===== src/hdl/dcsr_consts.vh =====
// Address map, field positions and reset values of the drive register bank
`ifndef DCSR_CONSTS_VH
`define DCSR_CONSTS_VH

// ======================================================================
// Word addresses
`define DCSR_ADDR_WRITE_ENABLE   16'h0004
`define DCSR_ADDR_RUN_COMMAND    16'h0006
`define DCSR_ADDR_OP_STATUS      16'h000E
`define DCSR_ADDR_TRIP_FLAGS     16'h000F
`define DCSR_ADDR_INPUT_TERM     16'h0010
`define DCSR_ADDR_OUTPUT_TERM    16'h0011
`define DCSR_ADDR_VOLT_ONE       16'h0012
`define DCSR_ADDR_VOLT_TWO       16'h0013
`define DCSR_ADDR_CURRENT_IN     16'h0014
`define DCSR_ADDR_SPEED_RPM      16'h0015
`define DCSR_ADDR_UNIT_SELECT    16'h001A
`define DCSR_ADDR_POLE_COUNT     16'h001B
`define DCSR_ADDR_CUSTOM_VER     16'h001C

// ======================================================================
// Run command word and write enable word fields
`define DCSR_RUN_STOP_BIT        0
`define DCSR_RUN_FWD_BIT         1
`define DCSR_RUN_REV_BIT         2
`define DCSR_WR_ENABLE_BIT       0

// ======================================================================
// Operating status upper fields
`define DCSR_OPS_FWD_BIT         11
`define DCSR_OPS_REV_BIT         12
`define DCSR_OPS_REM_RUN_BIT     13
`define DCSR_OPS_REMOTE_FREQUENCY_SOURCE_BIT    14

// ======================================================================
// Trip word fields
`define DCSR_TRIP_OC_A_BIT       0
`define DCSR_TRIP_OV_BIT         1
`define DCSR_TRIP_EXT_BIT        2
`define DCSR_TRIP_BLOCK_BIT      3
`define DCSR_TRIP_UV_BIT         4
`define DCSR_TRIP_NO_MOTOR_BIT   5
`define DCSR_TRIP_GF_HEAT_BIT    6
`define DCSR_TRIP_THERMAL_BIT    7
`define DCSR_TRIP_OVERLOAD_BIT   8
`define DCSR_TRIP_HARDWARE_DIAGNOSTIC_FAULT_BIT    10
`define DCSR_TRIP_PIPE_BIT       11
`define DCSR_TRIP_OC_B_BIT       12
`define DCSR_TRIP_LEVEL_BIT      13
`define DCSR_TRIP_PHASE_BIT      14
`define DCSR_TRIP_DRV_OVL_BIT    15

// ======================================================================
// Output terminal fields and reset values
`define DCSR_OUT_FAULT_RELAY_BIT 7
`define DCSR_RESET_WORD          16'h0000
`define DCSR_RESET_RUN           3'h0

`endif


===== src/hdl/dcsr_regs.v =====
// Common-area communication register bank of the motor drive
`timescale 1ns/100ps
// Operation
// - The common-area map is fixed and identical for every model and rating.
// - Operating status bit 11 shows an active forward run, bit 12 an active reverse run.
// - Operating status bit 13 shows remote run source, bit 14 remote frequency source.
// - Trip bits 0 to 6 flag overcurrent, overvoltage, external, block, low volt, no motor, ground.
// - Drive overheat also lands on trip bit 6, shared with ground fault by an OR.
// - Trip bit 7 flags motor thermal overload and bit 8 a general overload.
// - Trip bit 10 flags hardware diagnostic, bit 11 broken pipe, bit 12 second overcurrent.
// - Trip bit 13 flags an under- or over-level detection.
// - Trip bit 14 flags output phase loss and bit 15 drive overload.
// - Output terminal bits 0 to 3 are the relays, bit 7 the fault contact, 4 to 6 zero.
// - A rising write on run command bit 0 issues stop.
// - A rising write on run command bit 1 starts forward running.
// - A rising write on run command bit 2 starts reverse running.
// - The run command word sits at word 0x0006 and reads back bits 2 to 0 of the last accepted write.
`include "dcsr_consts.vh"

module dcsr_regs #(
  parameter [15:0] CUSTOM_VERSION = 16'h0001  // Arbitrary value
) (
  input  wire        clock_in,
  input  wire        arst_n_in,
  // Host register port
  input  wire [15:0] host_addr_in,
  input  wire        host_wr_in,
  input  wire [15:0] host_wdata_in,
  input  wire        host_rd_in,
  output reg  [15:0] host_rdata_out,
  output reg         host_rvalid_out,
  // Drive status from on-chip logic
  input  wire [10:0] op_status_low_in,
  input  wire        remote_run_source_in,
  input  wire        remote_frequency_source_in,
  input  wire        fault_clear_in,
  input  wire        overcurrent_trip_a_in,
  input  wire        overvoltage_trip_in,
  input  wire        external_fault_trip_in,
  input  wire        output_block_in,
  input  wire        undervoltage_trip_in,
  input  wire        no_motor_trip_in,
  input  wire        ground_fault_trip_in,
  input  wire        drive_overheat_trip_in,
  input  wire        motor_thermal_trip_in,
  input  wire        overload_trip_in,
  input  wire        hardware_diagnostic_fault_in,
  input  wire        broken_pipe_trip_in,
  input  wire        overcurrent_trip_b_in,
  input  wire        level_detect_trip_in,
  input  wire        output_phase_loss_in,
  input  wire        drive_overload_trip_in,
  // Terminal pins and drive-side values
  input  wire [7:0]  multifunction_input_in,
  input  wire [3:0]  auxiliary_relay_in,
  input  wire        fault_relay_contact_in,
  input  wire [11:0] voltage_input_one_in,
  input  wire [11:0] voltage_input_two_in,
  input  wire [11:0] current_input_in,
  input  wire [15:0] motor_speed_rpm_in,
  input  wire [15:0] display_unit_select_in,
  input  wire [15:0] motor_pole_count_in,
  // Run commands to the drive
  output reg         stop_cmd_out,
  output reg         forward_run_cmd_out,
  output reg         reverse_run_cmd_out,
  output reg         forward_active_out,
  output reg         reverse_active_out
);

  // ======================================================================
  // Helpers
  function [15:0] dcsr_raw12;
    input [11:0] raw;
    begin
      dcsr_raw12 = {4'h0, raw};
    end
  endfunction

  function dcsr_rise;
    input new_bit;
    input old_bit;
    begin
      dcsr_rise = new_bit & ~old_bit;
    end
  endfunction

  // ======================================================================
  // Terminal input synchronisers
  reg [7:0]  term_meta_reg;
  reg [7:0]  term_sync_reg;

  always @(posedge clock_in or negedge arst_n_in) begin
    if (!arst_n_in) begin
      term_meta_reg <= 8'h00;
      term_sync_reg <= 8'h00;
    end else begin
      term_meta_reg <= multifunction_input_in;
      term_sync_reg <= term_meta_reg;
    end
  end

  // ======================================================================
  // Trip word
  reg  [15:0] trip_reg;
  reg  [15:0] trip_next;
  reg  [15:0] trip_event;

  always @* begin
    trip_event = 16'h0000;
    trip_event[`DCSR_TRIP_OC_A_BIT]     = overcurrent_trip_a_in;
    trip_event[`DCSR_TRIP_OV_BIT]       = overvoltage_trip_in;
    trip_event[`DCSR_TRIP_EXT_BIT]      = external_fault_trip_in;
    trip_event[`DCSR_TRIP_BLOCK_BIT]    = output_block_in;
    trip_event[`DCSR_TRIP_UV_BIT]       = undervoltage_trip_in;
    trip_event[`DCSR_TRIP_NO_MOTOR_BIT] = no_motor_trip_in;
    // Two causes share one bit; either one shows
    trip_event[`DCSR_TRIP_GF_HEAT_BIT]  = ground_fault_trip_in |
                                          drive_overheat_trip_in;
    trip_event[`DCSR_TRIP_THERMAL_BIT]  = motor_thermal_trip_in;
    trip_event[`DCSR_TRIP_OVERLOAD_BIT] = overload_trip_in;
    trip_event[`DCSR_TRIP_HARDWARE_DIAGNOSTIC_FAULT_BIT]  = hardware_diagnostic_fault_in;
    trip_event[`DCSR_TRIP_PIPE_BIT]     = broken_pipe_trip_in;
    trip_event[`DCSR_TRIP_OC_B_BIT]     = overcurrent_trip_b_in;
    trip_event[`DCSR_TRIP_LEVEL_BIT]    = level_detect_trip_in;
    trip_event[`DCSR_TRIP_PHASE_BIT]    = output_phase_loss_in;
    trip_event[`DCSR_TRIP_DRV_OVL_BIT]  = drive_overload_trip_in;
  end

  always @* begin
    // Set beats clear so a trip in the clearing cycle is kept
    if (fault_clear_in) begin
      trip_next = trip_event;
    end else begin
      trip_next = trip_reg | trip_event;
    end
  end

  always @(posedge clock_in or negedge arst_n_in) begin
    if (!arst_n_in) begin
      trip_reg <= `DCSR_RESET_WORD;
    end else begin
      trip_reg <= trip_next;
    end
  end

  // ======================================================================
  // Write enable and run command word
  reg        wr_armed_reg;
  reg  [2:0] run_word_reg;
  reg  [2:0] run_word_next;
  wire       run_write;
  wire       stop_rise;
  wire       fwd_rise;
  wire       rev_rise;

  // Writes to the run word are dropped until the host arms them
  assign run_write = host_wr_in & wr_armed_reg &
                     (host_addr_in == `DCSR_ADDR_RUN_COMMAND);

  always @* begin
    if (run_write) begin
      run_word_next = host_wdata_in[2:0];
    end else begin
      run_word_next = run_word_reg;
    end
  end

  assign stop_rise = run_write & dcsr_rise(host_wdata_in[`DCSR_RUN_STOP_BIT],
                                            run_word_reg[`DCSR_RUN_STOP_BIT]);
  assign fwd_rise  = run_write & dcsr_rise(host_wdata_in[`DCSR_RUN_FWD_BIT],
                                            run_word_reg[`DCSR_RUN_FWD_BIT]);
  assign rev_rise  = run_write & dcsr_rise(host_wdata_in[`DCSR_RUN_REV_BIT],
                                            run_word_reg[`DCSR_RUN_REV_BIT]);

  always @(posedge clock_in or negedge arst_n_in) begin
    if (!arst_n_in) begin
      wr_armed_reg <= 1'b0;
      run_word_reg <= `DCSR_RESET_RUN;
    end else begin
      if (host_wr_in && (host_addr_in == `DCSR_ADDR_WRITE_ENABLE) &&
          host_wdata_in[`DCSR_WR_ENABLE_BIT]) begin
        wr_armed_reg <= 1'b1;
      end
      run_word_reg <= run_word_next;
    end
  end

  // ======================================================================
  // Run state and command pulses
  // Stop wins; forward and reverse together cancel each other
  reg        fwd_active_next;
  reg        rev_active_next;
  wire       any_trip;

  assign any_trip = |trip_next;

  always @* begin
    fwd_active_next = forward_active_out;
    rev_active_next = reverse_active_out;
    if (stop_rise || any_trip) begin
      fwd_active_next = 1'b0;
      rev_active_next = 1'b0;
    end else if (fwd_rise && !rev_rise) begin
      fwd_active_next = 1'b1;
      rev_active_next = 1'b0;
    end else if (rev_rise && !fwd_rise) begin
      fwd_active_next = 1'b0;
      rev_active_next = 1'b1;
    end
  end

  always @(posedge clock_in or negedge arst_n_in) begin
    if (!arst_n_in) begin
      stop_cmd_out        <= 1'b0;
      forward_run_cmd_out <= 1'b0;
      reverse_run_cmd_out <= 1'b0;
      forward_active_out  <= 1'b0;
      reverse_active_out  <= 1'b0;
    end else begin
      stop_cmd_out        <= stop_rise;
      forward_run_cmd_out <= fwd_rise & ~rev_rise & ~stop_rise;
      reverse_run_cmd_out <= rev_rise & ~fwd_rise & ~stop_rise;
      forward_active_out  <= fwd_active_next;
      reverse_active_out  <= rev_active_next;
    end
  end

  // ======================================================================
  // Read mux
  // Fixed decode with no model straps, so every rating shares one map
  reg  [15:0] rd_word;
  reg  [15:0] op_word;
  reg  [15:0] out_word;

  always @* begin
    op_word = {5'h00, op_status_low_in};
    op_word[`DCSR_OPS_FWD_BIT]      = forward_active_out;
    op_word[`DCSR_OPS_REV_BIT]      = reverse_active_out;
    op_word[`DCSR_OPS_REM_RUN_BIT]  = remote_run_source_in;
    op_word[`DCSR_OPS_REMOTE_FREQUENCY_SOURCE_BIT] = remote_frequency_source_in;
  end

  always @* begin
    out_word = {12'h000, auxiliary_relay_in};
    out_word[`DCSR_OUT_FAULT_RELAY_BIT] = fault_relay_contact_in;
  end

  always @* begin
    case (host_addr_in)
      `DCSR_ADDR_WRITE_ENABLE: rd_word = {15'h0000, wr_armed_reg};
      `DCSR_ADDR_RUN_COMMAND:  rd_word = {13'h0000, run_word_reg};
      `DCSR_ADDR_OP_STATUS:    rd_word = op_word;
      `DCSR_ADDR_TRIP_FLAGS:   rd_word = trip_reg;
      `DCSR_ADDR_INPUT_TERM:   rd_word = {8'h00, term_sync_reg};
      `DCSR_ADDR_OUTPUT_TERM:  rd_word = out_word;
      `DCSR_ADDR_VOLT_ONE:     rd_word = dcsr_raw12(voltage_input_one_in);
      `DCSR_ADDR_VOLT_TWO:     rd_word = dcsr_raw12(voltage_input_two_in);
      `DCSR_ADDR_CURRENT_IN:   rd_word = dcsr_raw12(current_input_in);
      `DCSR_ADDR_SPEED_RPM:    rd_word = motor_speed_rpm_in;
      `DCSR_ADDR_UNIT_SELECT:  rd_word = display_unit_select_in;
      `DCSR_ADDR_POLE_COUNT:   rd_word = motor_pole_count_in;
      `DCSR_ADDR_CUSTOM_VER:   rd_word = CUSTOM_VERSION;
      default:                 rd_word = `DCSR_RESET_WORD;
    endcase
  end

  always @(posedge clock_in or negedge arst_n_in) begin
    if (!arst_n_in) begin
      host_rdata_out  <= `DCSR_RESET_WORD;
      host_rvalid_out <= 1'b0;
    end else begin
      host_rvalid_out <= host_rd_in;
      if (host_rd_in) begin
        host_rdata_out <= rd_word;
      end
    end
  end

endmodule // dcsr_regs


===== config.mk =====
export PLATFORM = sky130hd
export DESIGN_NAME = dcsr_regs
export DESIGN_NICKNAME = d
export VERILOG_FILES = /design/src/hdl/dcsr_regs.v
export VERILOG_INCLUDE_DIRS = /design/src /design/src/hdl
export SDC_FILE = /design/constraint.sdc
export NUM_CORES = 1
export LEC_CHECK = 0
export BUFFER_PORTS_ARGS = -buffer_cell sky130_fd_sc_hd__buf_4
export CORE_MARGIN = 5
export CORE_UTILIZATION = 33
export DETAILED_ROUTE_END_ITERATION = 10
export GPL_TIMING_DRIVEN = 0
export PLACE_DENSITY = 0.69
export SYNTH_ARGS = -nofsm -noshare
export SYNTH_HDL_FRONTEND = slang
export SYNTH_SLANG_ARGS = --single-unit

===== constraint.sdc =====
create_clock -name clock_in -period 3.4 [get_ports clock_in]
set_clock_uncertainty 0.15 [all_clocks]
set_input_delay 0.34 -clock clock_in [delete_from_list [all_inputs] [get_ports clock_in]]
set_output_delay 0.34 -clock clock_in [all_outputs]
set_load 0.01 [all_outputs]

* Word-level counts from Yosys, hierarchy flattened *
Index checks and enable logic that the tools add are counted.

cells by class
  multiplexer cells = 8
  bitwise logic cells = 20
  reductions and logical operators = 9
  equal/unequal tests = 13

operators by type and width
  cell                                             number
  one-hot mux 16 bit (13 select lines)             1
  == test 16 x 5 -> 1 bit (second input constant)  9
  == test 16 x 3 -> 1 bit (second input constant)  2
  == test 16 x 4 -> 1 bit (second input constant)  2
  2-to-1 mux 16 bit                                1
  bitwise OR 16 bit                                1
  OR reduction 16 bit                              1
  AND 1 bit                                        12
  2-to-1 mux 1 bit                                 6
  NOT 1 bit                                        6
  logical AND 1 bit                                4
  nonzero test 3 bit                               1
  logical NOT 1 bit                                2
  logical OR 1 bit                                 1
  bitwise OR 1 bit                                 1

word-level totals
  word-level logic and storage cells = 62
  register bits after elaboration = 58
  output and inout port bits = 22
  bits of input ports = 163

* Depth between registers and ports, before layout *
Gate-level depths: netlist (run 1).

  depth in word-level cells = 8
  depth in mapped cells = 8

* Worst setup path before layout (run 1) *
No wires, ideal clock.

  path type = input-to-reg
  start point = input port host_addr_in[13]
  end point = register run_word_reg[0]
  cell stages on the path = 5
  library setup time = 0.125 ns
  arrival time = 1.922 ns
  path slack = 1.203 ns
  cell sequence = or4_4 -> buf_6 -> nor4_4 -> nand3_4 -> mux2_4

between the ends
  cells in the longest elaborated chain, start to end = 2

RTL lines
  what                     line             source
  start: declaration       dcsr_regs.v:26   input wire [15:0] host_addr_in,
  == test 16 x 3 -> 1 bit  -
  AND 1 bit                dcsr_regs.v:158  assign run_write = host_wr_in & wr_armed_reg &
  end signal: assignment   dcsr_regs.v:179  run_word_reg <= `DCSR_RESET_RUN;
  end signal: assignment   dcsr_regs.v:185  run_word_reg <= run_word_next;
  end: declaration         dcsr_regs.v:150  reg [2:0] run_word_reg;

Every way passes these cells.
A chain may end at the register's enable or synchronous reset.

==> flow_summary.yaml, run 1 <==
global_routing:
  overflow: 0
  grt_usage_pct: 21.3
  grt_max_degree: 59
  antenna_found_initial: 0
  first_global_vias: 3914
  grt_pass1_wl_mm: 21.3
timing:
  finalSetupTns_ps: 0
  timing.hold.ws_ps: 39.7
  rsz0062_at_grt: "no"
  fin_crit_sh_pct: 77.9
  max_freq_ghz: 0.378
  hold_violations: 0
  min_period_ps: 2650
  finalSetupViolations: 0
  tightest_slew_ps: 830
  relSlewSlack_pct: 44.2
  slew_viol_final: 0
die:
  io_pins: 185
  die_w_um: 113
  die_area_um2: 12700
  start_util_pct: 33.7
  die_h_um: 113
  row_count: 37
  fp.coreArea_um2: 10300
synthesis:
  ys_types: 59
  synth_seq_cells: 58
  synth_nets: 499
  postSynthCellCount: 336
  yosysSeqAreaShare_pct: 41.7
  synthXorXnorAreaFrac_pct: 0
  synth_compound_area_share_pct: 24.6
  avgSynthCellArea_um2: 10.4
  synth_top_family_by_area: "simple AND/OR/NAND/NOR gates"
  yosys.area_share.simple_pct: 25.4
  synthAdderAreaFrac_pct: 0
  synth_mux_area_share_pct: 3.74
  async_flop_share_pct: 100
  ys_warn_count: 0
  netlist_area_um2: 3480
  synth_top_flop_cell: "dfrtp_1"
  synth_edf_count: 0
setup_path:
  crit_arrival_ps: 2670
  cp.required_ps: 3430
  slowest_delay_ps: 660
  crit_path_start_kind: "input port"
  crit_buf_inv: 5
  cp_slowest_cell: "buf_1"
  path_delay_family: "buffers and inverters"
  crit_type: "in -> reg"
  path_max_fanout: 10
  crit_chain: "dlygate4sd3_1, buf_4, clkbuf_1, inv_1, a31oi_1, buf_1, a211oi_2"
  critical_path.endpoint_type: "flop"
cts:
  clockBufferDepth: 2
  cts_tree: "yes"
  root_buffer: "clkbuf_8"
  cts_buffers: 9
  clkLatencyLatePin_ps: 330
  cts_setup_buffers: 0
  clk_pin_slew_ps: 70
  clock_sinks: 58
  htreeDepth: 3
drt:
  drtIter0Drc: 278
  finalWirelength_mm: 13.8
  post_drt_via_cell_ratio: 5.62
  drc: 0
  vias: 3740
  final_antenna_net_count: 0
  drt_first_pass_iters: 6
  avgRoutedWirePerCell_um: 20.8
final_layout:
  area_growth_pct: 49.0
  diodes: 0
  fin_area_um2: 5180
  fill_cells: 959
  drive_gt1_share_pct: 43.6
  nNetsFinal: 688
job:
  drv_cap: 0
placement:
  port_buffers: 168
  gp_congestion: 0.890
  postPlaceCellArea_um2: 4910
  place_hpwl_mm: 11.1
min_path:
  hold_path_class: "in -> reg"
pwr:
  power.total_mw: 1.62
  p_leak_nw: 2.30
  power_density_nw_per_um2: 313
  vdd_ir_drop_max_mv: 0.199
outcome:
  status: "completed"
-- synth_stat cells (3+ instances only) --
library cell / number / area share (%)
nor4_4: 5 / 3.1
nor2_1: 29 / 3.1
nand3_1: 5 / 0.72
nor2b_1: 6 / 1.1
nand4_1: 5 / 0.90
a311oi_2: 5 / 2.2
a21oi_1: 10 / 1.4
nor4_2: 6 / 2.2
a21o_1: 15 / 3.2
a222oi_1: 8 / 2.3
a221oi_1: 5 / 1.3
nor3_1: 10 / 1.4
inv_1: 6 / 0.65
a31oi_1: 6 / 1.1
a211oi_2: 5 / 1.8
buf_6: 4 / 1.3
and4_1: 5 / 1.3
a22oi_1: 17 / 3.7
dfrtp_1: 58 / 42
mux2i_1: 4 / 1.2
nor4_1: 6 / 1.1
mux2_4: 3 / 1.3
and3_1: 4 / 0.72
o21ai_0: 11 / 1.6
a22o_1: 8 / 2.0
clkbuf_1: 10 / 1.1
buf_2: 8 / 1.2
mux2_2: 4 / 1.3
nand2_1: 23 / 2.5
-- layout make-up --
| type | count | area, µm² | area share, % |
|---|---|---|---|
| multi-input cells | 247 | 1870 | 36.1 |
| clock inverters | 5 | 30.0 | 0.580 |
| repair buffers | 178 | 1360 | 26.3 |
| flip-flops and latches | 58 | 1450 | 28.0 |
| clock buffers | 11 | 141 | 2.73 |
| inverters | 6 | 22.5 | 0.435 |
| plain buffers | 25 | 135 | 2.61 |
| well taps | 136 | 170 | 3.28 |
-- metrics by stage --
stage	utilization [%]	std cells	setup slack (ps)
3_5_place_dp	47.6	640	701
2_1_floorplan	-	336	1200
6_report	50.2	666	752
4_1_cts	50.2	666	753
5_1_grt	50.2	666	679
3_3_place_gp	47.6	640	700
-- report_power, final --
part / total (mW) / internal (mW) / switching [mW] / leakage [nW]
registers: 0.743 / 0.721 / 0.0217 / 0.709
clock network: 0.567 / 0.280 / 0.287 / 0.0851
logic: 0.313 / 0.175 / 0.138 / 1.51
-- cells in the final DEF (no fill, tap or decap), drive strengths merged, types with 7 or more instances in the layout --
cell         instances
mux2                 7
o21ai               11
a22oi               18
nor2                29
nor4                17
a21oi               10
a22o                 8
a222oi               8
clkbuf              22
nand2               23
a21o                15
dlygate4sd3         10
nor3                10
dfrtp               58
buf                182
-- timing repair --
| item | CTS | global route |
|---|---|---|
| hold endpoints to repair | 67 | 0 |
| gates resized for setup | 0 | 0 |
| hold buffers | 10 | 0 |
-- cells by family after synthesis --
kind of cell | count (synthesis)
and+or+nand+nor | 131
AOI/OAI and AO/OA | 105
DFF | 58
buffers and inverters | 31
muxes | 11
-- final timing paths --
check,slack [ps],from,depth (start not counted),end
worst min register to register,200,term_meta_reg[2]$_DFF_PN0_,0,term_sync_reg[2]$_DFF_PN0_
min in group asynchronous,460,arst_n_in,2,term_sync_reg[1]$_DFF_PN0_
worst min-delay path,40,output_phase_loss_in,2,trip_reg[14]$_DFF_PN0_
worst max register to register,1400,trip_reg[10]$_DFF_PN0_,5,forward_active_out$_DFFE_PN0P_
max in group asynchronous,2140,arst_n_in,2,host_rdata_out[11]$_DFFE_PN0P_
worst max-delay path,750,host_rd_in,7,host_rdata_out[1]$_DFFE_PN0P_
-- per-layer routing --
metal,vias up,GRT usage (%),share of wire (%)
met2,185,34.8,49
met4,0,7.05,2.2
met3,22,4.80,7.6
met1,1831,27.9,41
li1,1702,-,-
met5,-,0,0
Power figures use the tool's default switching activity.
==> inputs of run 2 (changes only) <==
==> constraint.sdc (replaced) <==
create_clock -name clock_in -period 2.6 [get_ports clock_in]
set_clock_uncertainty 0.15 [all_clocks]
set_input_delay 0.26 -clock clock_in [delete_from_list [all_inputs] [get_ports clock_in]]
set_output_delay 0.26 -clock clock_in [all_outputs]
set_load 0.01 [all_outputs]
==> flow_summary.yaml, run 2 (synthesis results as in run 1) <==
drt:
  vias: 3799
  drt_first_pass_iters: 5
  avgRoutedWirePerCell_um: 20.5
  post_drt_via_cell_ratio: 5.55
  drc: 0
  finalWirelength_mm: 14.0
  drtIter0Drc: 317
  final_antenna_net_count: 0
cts:
  htreeDepth: 3
  cts_setup_buffers: 0
  cts_buffers: 9
  clk_pin_slew_ps: 70
  clockBufferDepth: 2
  clock_sinks: 58
  clkLatencyLatePin_ps: 340
  root_buffer: "clkbuf_8"
  cts_tree: "yes"
pwr:
  power_density_nw_per_um2: 401
  p_switching_uw: 597
  p_sw_share_pct: 27.7
  p_leak_nw: 2.38
  p_int_mw: 1.56
  p_comb_share_pct: 20.1
  power.total_mw: 2.15
  clkPwrFrac_pct: 34.8
  vdd_ir_drop_max_mv: 0.262
  power.share.sequential_pct: 45.1
placement:
  dp.cells: 640
  place_hpwl_mm: 11.1
  gp_congestion: 0.890
  port_buffers: 168
  postPlaceCellArea_um2: 4910
setup_path:
  crit_chain: "clkbuf_1, buf_2, buf_1, mux2i_1, o2bb2ai_1, nor4b_1, a311oi_2"
  cp_slowest_cell: "buf_1"
  critical_path.endpoint_type: "flop"
  path_max_fanout: 10
  crit_type: "in -> reg"
  crit_arrival_ps: 2360
  cp.required_ps: 2640
  path_delay_family: "buffers and inverters"
  crit_path_start_kind: "input port"
  slowest_delay_ps: 560
  crit_buf_inv: 3
final_layout:
  fin_area_um2: 5360
  diodes: 0
  final_common_cell: "buf_4"
  final_cells: 684
  nNetsFinal: 706
  area_growth_pct: 54.2
  fill_cells: 938
  drive_gt1_share_pct: 42.3
  mostFrequentLayoutCells: "buf_4 (168), dfrtp_1 (58), nor2_1 (29)"
timing:
  rsz0062_at_grt: "no"
  relSlewSlack_pct: 43.9
  slew_viol_final: 0
  max_freq_ghz: 0.432
  finalSetupViolations: 0
  hold_violations: 0
  tightest_slew_ps: 835
  min_period_ps: 2320
  fin_crit_sh_pct: 89.1
die:
  fp.coreArea_um2: 10300
  io_pins: 185
  start_util_pct: 33.7
  die_area_um2: 12700
  die_w_um: 113
  row_count: 37
  die_h_um: 113
global_routing:
  antenna_found_initial: 0
  grt_max_degree: 59
  grt_usage_pct: 21.5
  overflow: 0
  grt_pass1_wl_mm: 21.5
  first_global_vias: 4005
min_path:
  hold_path_class: "in -> reg"
outcome:
  status: "completed"
job:
  drv_cap: 0
[run 2: cell count changes in the layout (fill, tap and decap cells not counted)]
cell           delta
dlygate4sd3_1    +18
clkbuf_2          +1
buf_1             -1
[run 2: worst paths after layout]
path,start,slack [ps],end,cells past startpoint
setup / recovery,host_addr_in[1],280,host_rdata_out[3]$_DFFE_PN0P_,7
hold / removal,host_wdata_in[1],20,run_word_reg[1]$_DFFE_PN0P_,2
setup reg to reg,trip_reg[10]$_DFF_PN0_,600,forward_active_out$_DFFE_PN0P_,5
hold reg to reg,term_meta_reg[2]$_DFF_PN0_,200,term_sync_reg[2]$_DFF_PN0_,0
max in group asynchronous,arst_n_in,1410,host_rdata_out[12]$_DFFE_PN0P_,2
min in group asynchronous,arst_n_in,370,term_sync_reg[1]$_DFF_PN0_,2
[run 2: final cells by class]
type	instances	area [µm²]	share of cell area (%)
multi-input cells	247	1870	34.9
repair buffers	196	1540	28.7
flip-flops and latches	58	1450	27.1
well taps	136	170	3.17
clock buffers	11	141	2.64
plain buffers	25	136	2.54
clock inverters	5	30.0	0.560
inverters	6	22.5	0.420
[run 2: layer usage]
layer	track usage, %	vias to the layer above	wire length, µm
met5	0	-	0
met4	7.45	0	333
met3	4.69	26	1010
met2	35.5	187	7040
met1	27.8	1846	5650
li1	-	1740	-
[run 2: repair_timing]
item,4_1_cts,5_1_grt
setup endpoints to repair,0,5
hold buffers,28,0
endpoints found under the hold margin,84,0
gates resized for setup,0,1
[run 2: through the flow]
stage                     TNS [ps]  worst slack (ps)  utilization [%]  hold WS [ps]
after detailed placement     -25.0             -18.7             47.6           185
after global routing             0               147             51.9          12.1
after global placement       -19.8             -19.8             47.6           183
final                            0               285             51.9          16.0
after CTS                        0              32.7             51.9         0.903
after floorplan                  0               483                -          -186
[run 2: power groups by stage]
stage          combinational [mW]  clock (mW)  sequential [mW]
2_1_floorplan               0.127           0            0.984
3_3_place_gp                0.390           0            0.985
3_5_place_dp                0.396           0            0.987
4_1_cts                     0.431       0.760            0.970
5_1_grt                     0.466       0.801            0.975
6_report                    0.432       0.749            0.972
==> inputs of run 3 (changes only) <==
--- a/config.mk
+++ b/config.mk
@@ -11,7 +11,6 @@
 export CORE_UTILIZATION = 33
 export DETAILED_ROUTE_END_ITERATION = 10
 export GPL_TIMING_DRIVEN = 0
-export PLACE_DENSITY = 0.69
 export SYNTH_ARGS = -nofsm -noshare
 export SYNTH_HDL_FRONTEND = slang
 export SYNTH_SLANG_ARGS = --single-unit
==> flow_summary.yaml, run 3 (synthesis results as in run 1) <==
timing:
  tightest_slew_ps: 833
  rsz0062_at_grt: "no"
  relSlewSlack_pct: 44.0
  fin_crit_sh_pct: 89.1
  setup_slack_ps: 282
  slew_viol_final: 0
  hold_violations: 0
  min_period_ps: 2320
  finalSetupTns_ps: 0
  max_freq_ghz: 0.431
  timing.hold.ws_ps: 26.8
  finalSetupViolations: 0
global_routing:
  overflow: 0
  first_global_vias: 3933
  grt_max_degree: 59
  antenna_found_initial: 0
  grt_usage_pct: 21.6
  grt_pass1_wl_mm: 21.3
cts:
  cts_setup_buffers: 0
  cts_tree: "yes"
  cts_buffers: 9
  clock_sinks: 58
  htreeDepth: 3
  clkLatencyLatePin_ps: 350
  root_buffer: "clkbuf_8"
  clockBufferDepth: 2
  clk_pin_slew_ps: 80
min_path:
  whs_path_depth: 2
  holdPathEnd: "run_word_reg[0]$_DFFE_PN0P_"
  min-delay-start: "host_wdata_in[0]"
  hold_path_class: "in -> reg"
final_layout:
  final_cells: 685
  area_growth_pct: 56.7
  final_common_cell: "buf_4"
  diodes: 0
  mostFrequentLayoutCells: "buf_4 (168), dfrtp_1 (58), nor2_1 (29), dlygate4sd3_1 (29), nand2_1 (23)"
  nNetsFinal: 707
  drive_gt1_share_pct: 42.4
  fin_area_um2: 5450
  multi_input_area_um2: 1870
  final-seq-area_um2: 1450
  fill_cells: 938
die:
  die_area_um2: 12700
  fp.coreArea_um2: 10300
  row_count: 37
  die_h_um: 113
  start_util_pct: 33.7
  die_w_um: 113
  io_pins: 185
setup_path:
  r2r_end: "reverse_active_out$_DFFE_PN0P_"
  crit_type: "in -> reg"
  r2r_cells: 5
  r2r_start: "trip_reg[6]$_DFF_PN0_"
  r2r_slack_ps: 650
  path_max_fanout: 10
  crit_arrival_ps: 2370
  crit_path_start_kind: "input port"
  cp.required_ps: 2660
  critical_path.endpoint_type: "flop"
pwr:
  p_leak_nw: 2.43
  vdd_ir_drop_max_mv: 0.256
  power_density_nw_per_um2: 453
drt:
  finalWirelength_mm: 13.9
  drtIter0Drc: 339
  final_antenna_net_count: 0
  drc: 0
  avgRoutedWirePerCell_um: 20.3
  drt_first_pass_iters: 8
  vias: 3727
  post_drt_via_cell_ratio: 5.44
placement:
  dp.cells: 640
  place_hpwl_mm: 11.0
  port_buffers: 168
  gp_congestion: 0.858
  postPlaceCellArea_um2: 4910
  place_ws_ps: -60.1
job:
  drv_cap: 0
outcome:
  status: "completed"
==> run 3: cell count changes in the layout (fill, tap and decap cells not counted), sizes merged <==
cell and delta:
clkbuf -2, inv +1, bufinv +3, clkinvlp -2, dlygate4sd3 +1
==> run 3: final cells by class <==
type / count / share of cell area, %
Buffer: 25 / 2.50
Tap cell: 136 / 3.12
Multi-Input combinational cell: 247 / 34.3
Clock inverter: 7 / 2.30
Inverter: 6 / 0.413
Timing Repair Buffer: 197 / 28.5
Sequential cell: 58 / 26.6
Clock buffer: 9 / 2.27
==> run 3: worst max-delay path by stage <==
stage	slack (ps)	end	from	cells past startpoint
after floorplan	480	run_word_reg[0]$_DFFE_PN0P_	host_addr_in[13]	5
after global placement	-60	host_rdata_out[3]$_DFFE_PN0P_	host_addr_in[1]	7
after detailed placement	-60	host_rdata_out[3]$_DFFE_PN0P_	host_addr_in[1]	7
after CTS	50	host_rdata_out[2]$_DFFE_PN0P_	host_rd_in	7
after global routing	140	host_rdata_out[3]$_DFFE_PN0P_	host_rd_in	7
final	280	host_rdata_out[3]$_DFFE_PN0P_	host_rd_in	7
==> run 3: repair_timing <==
action | in CTS | in global routing
endpoints found under the hold margin | 85 | 0
gates resized for setup | 0 | 1
endpoints found under the setup margin | 0 | 10
hold buffers | 29 | 0
==> run 3: power by group <==
group,total [mW],internal [mW],switching (mW),leakage (nW)
Combinational,0.429,0.247,0.182,1.59
Sequential,0.970,0.942,0.0277,0.709
Clock,1.07,0.645,0.428,0.124
==> run 3: per-layer routing <==
layer	up-vias	GRT usage, %	part of all wire (%)
met5	-	0	0
met4	0	6.97	2.2
met3	24	3.50	6.1
met2	144	37.2	50
met1	1805	27.6	42
li1	1754	-	-
==> run 3: per-stage QoR <==
step,util [%],power [mW]
global placement,47.6,1.37
CTS,52.8,2.49
global route,52.8,2.56
floorplan,-,1.11
detailed placement,47.6,1.38
finish,52.8,2.47
==> run 3: critical path, cell delays in order <==
cell and delay [ps]:
dlygate4sd3_1 520, buf_4 100, clkbuf_1 340, inv_1 320, a31oi_1 360, clkbuf_2 410, a311oi_2 60
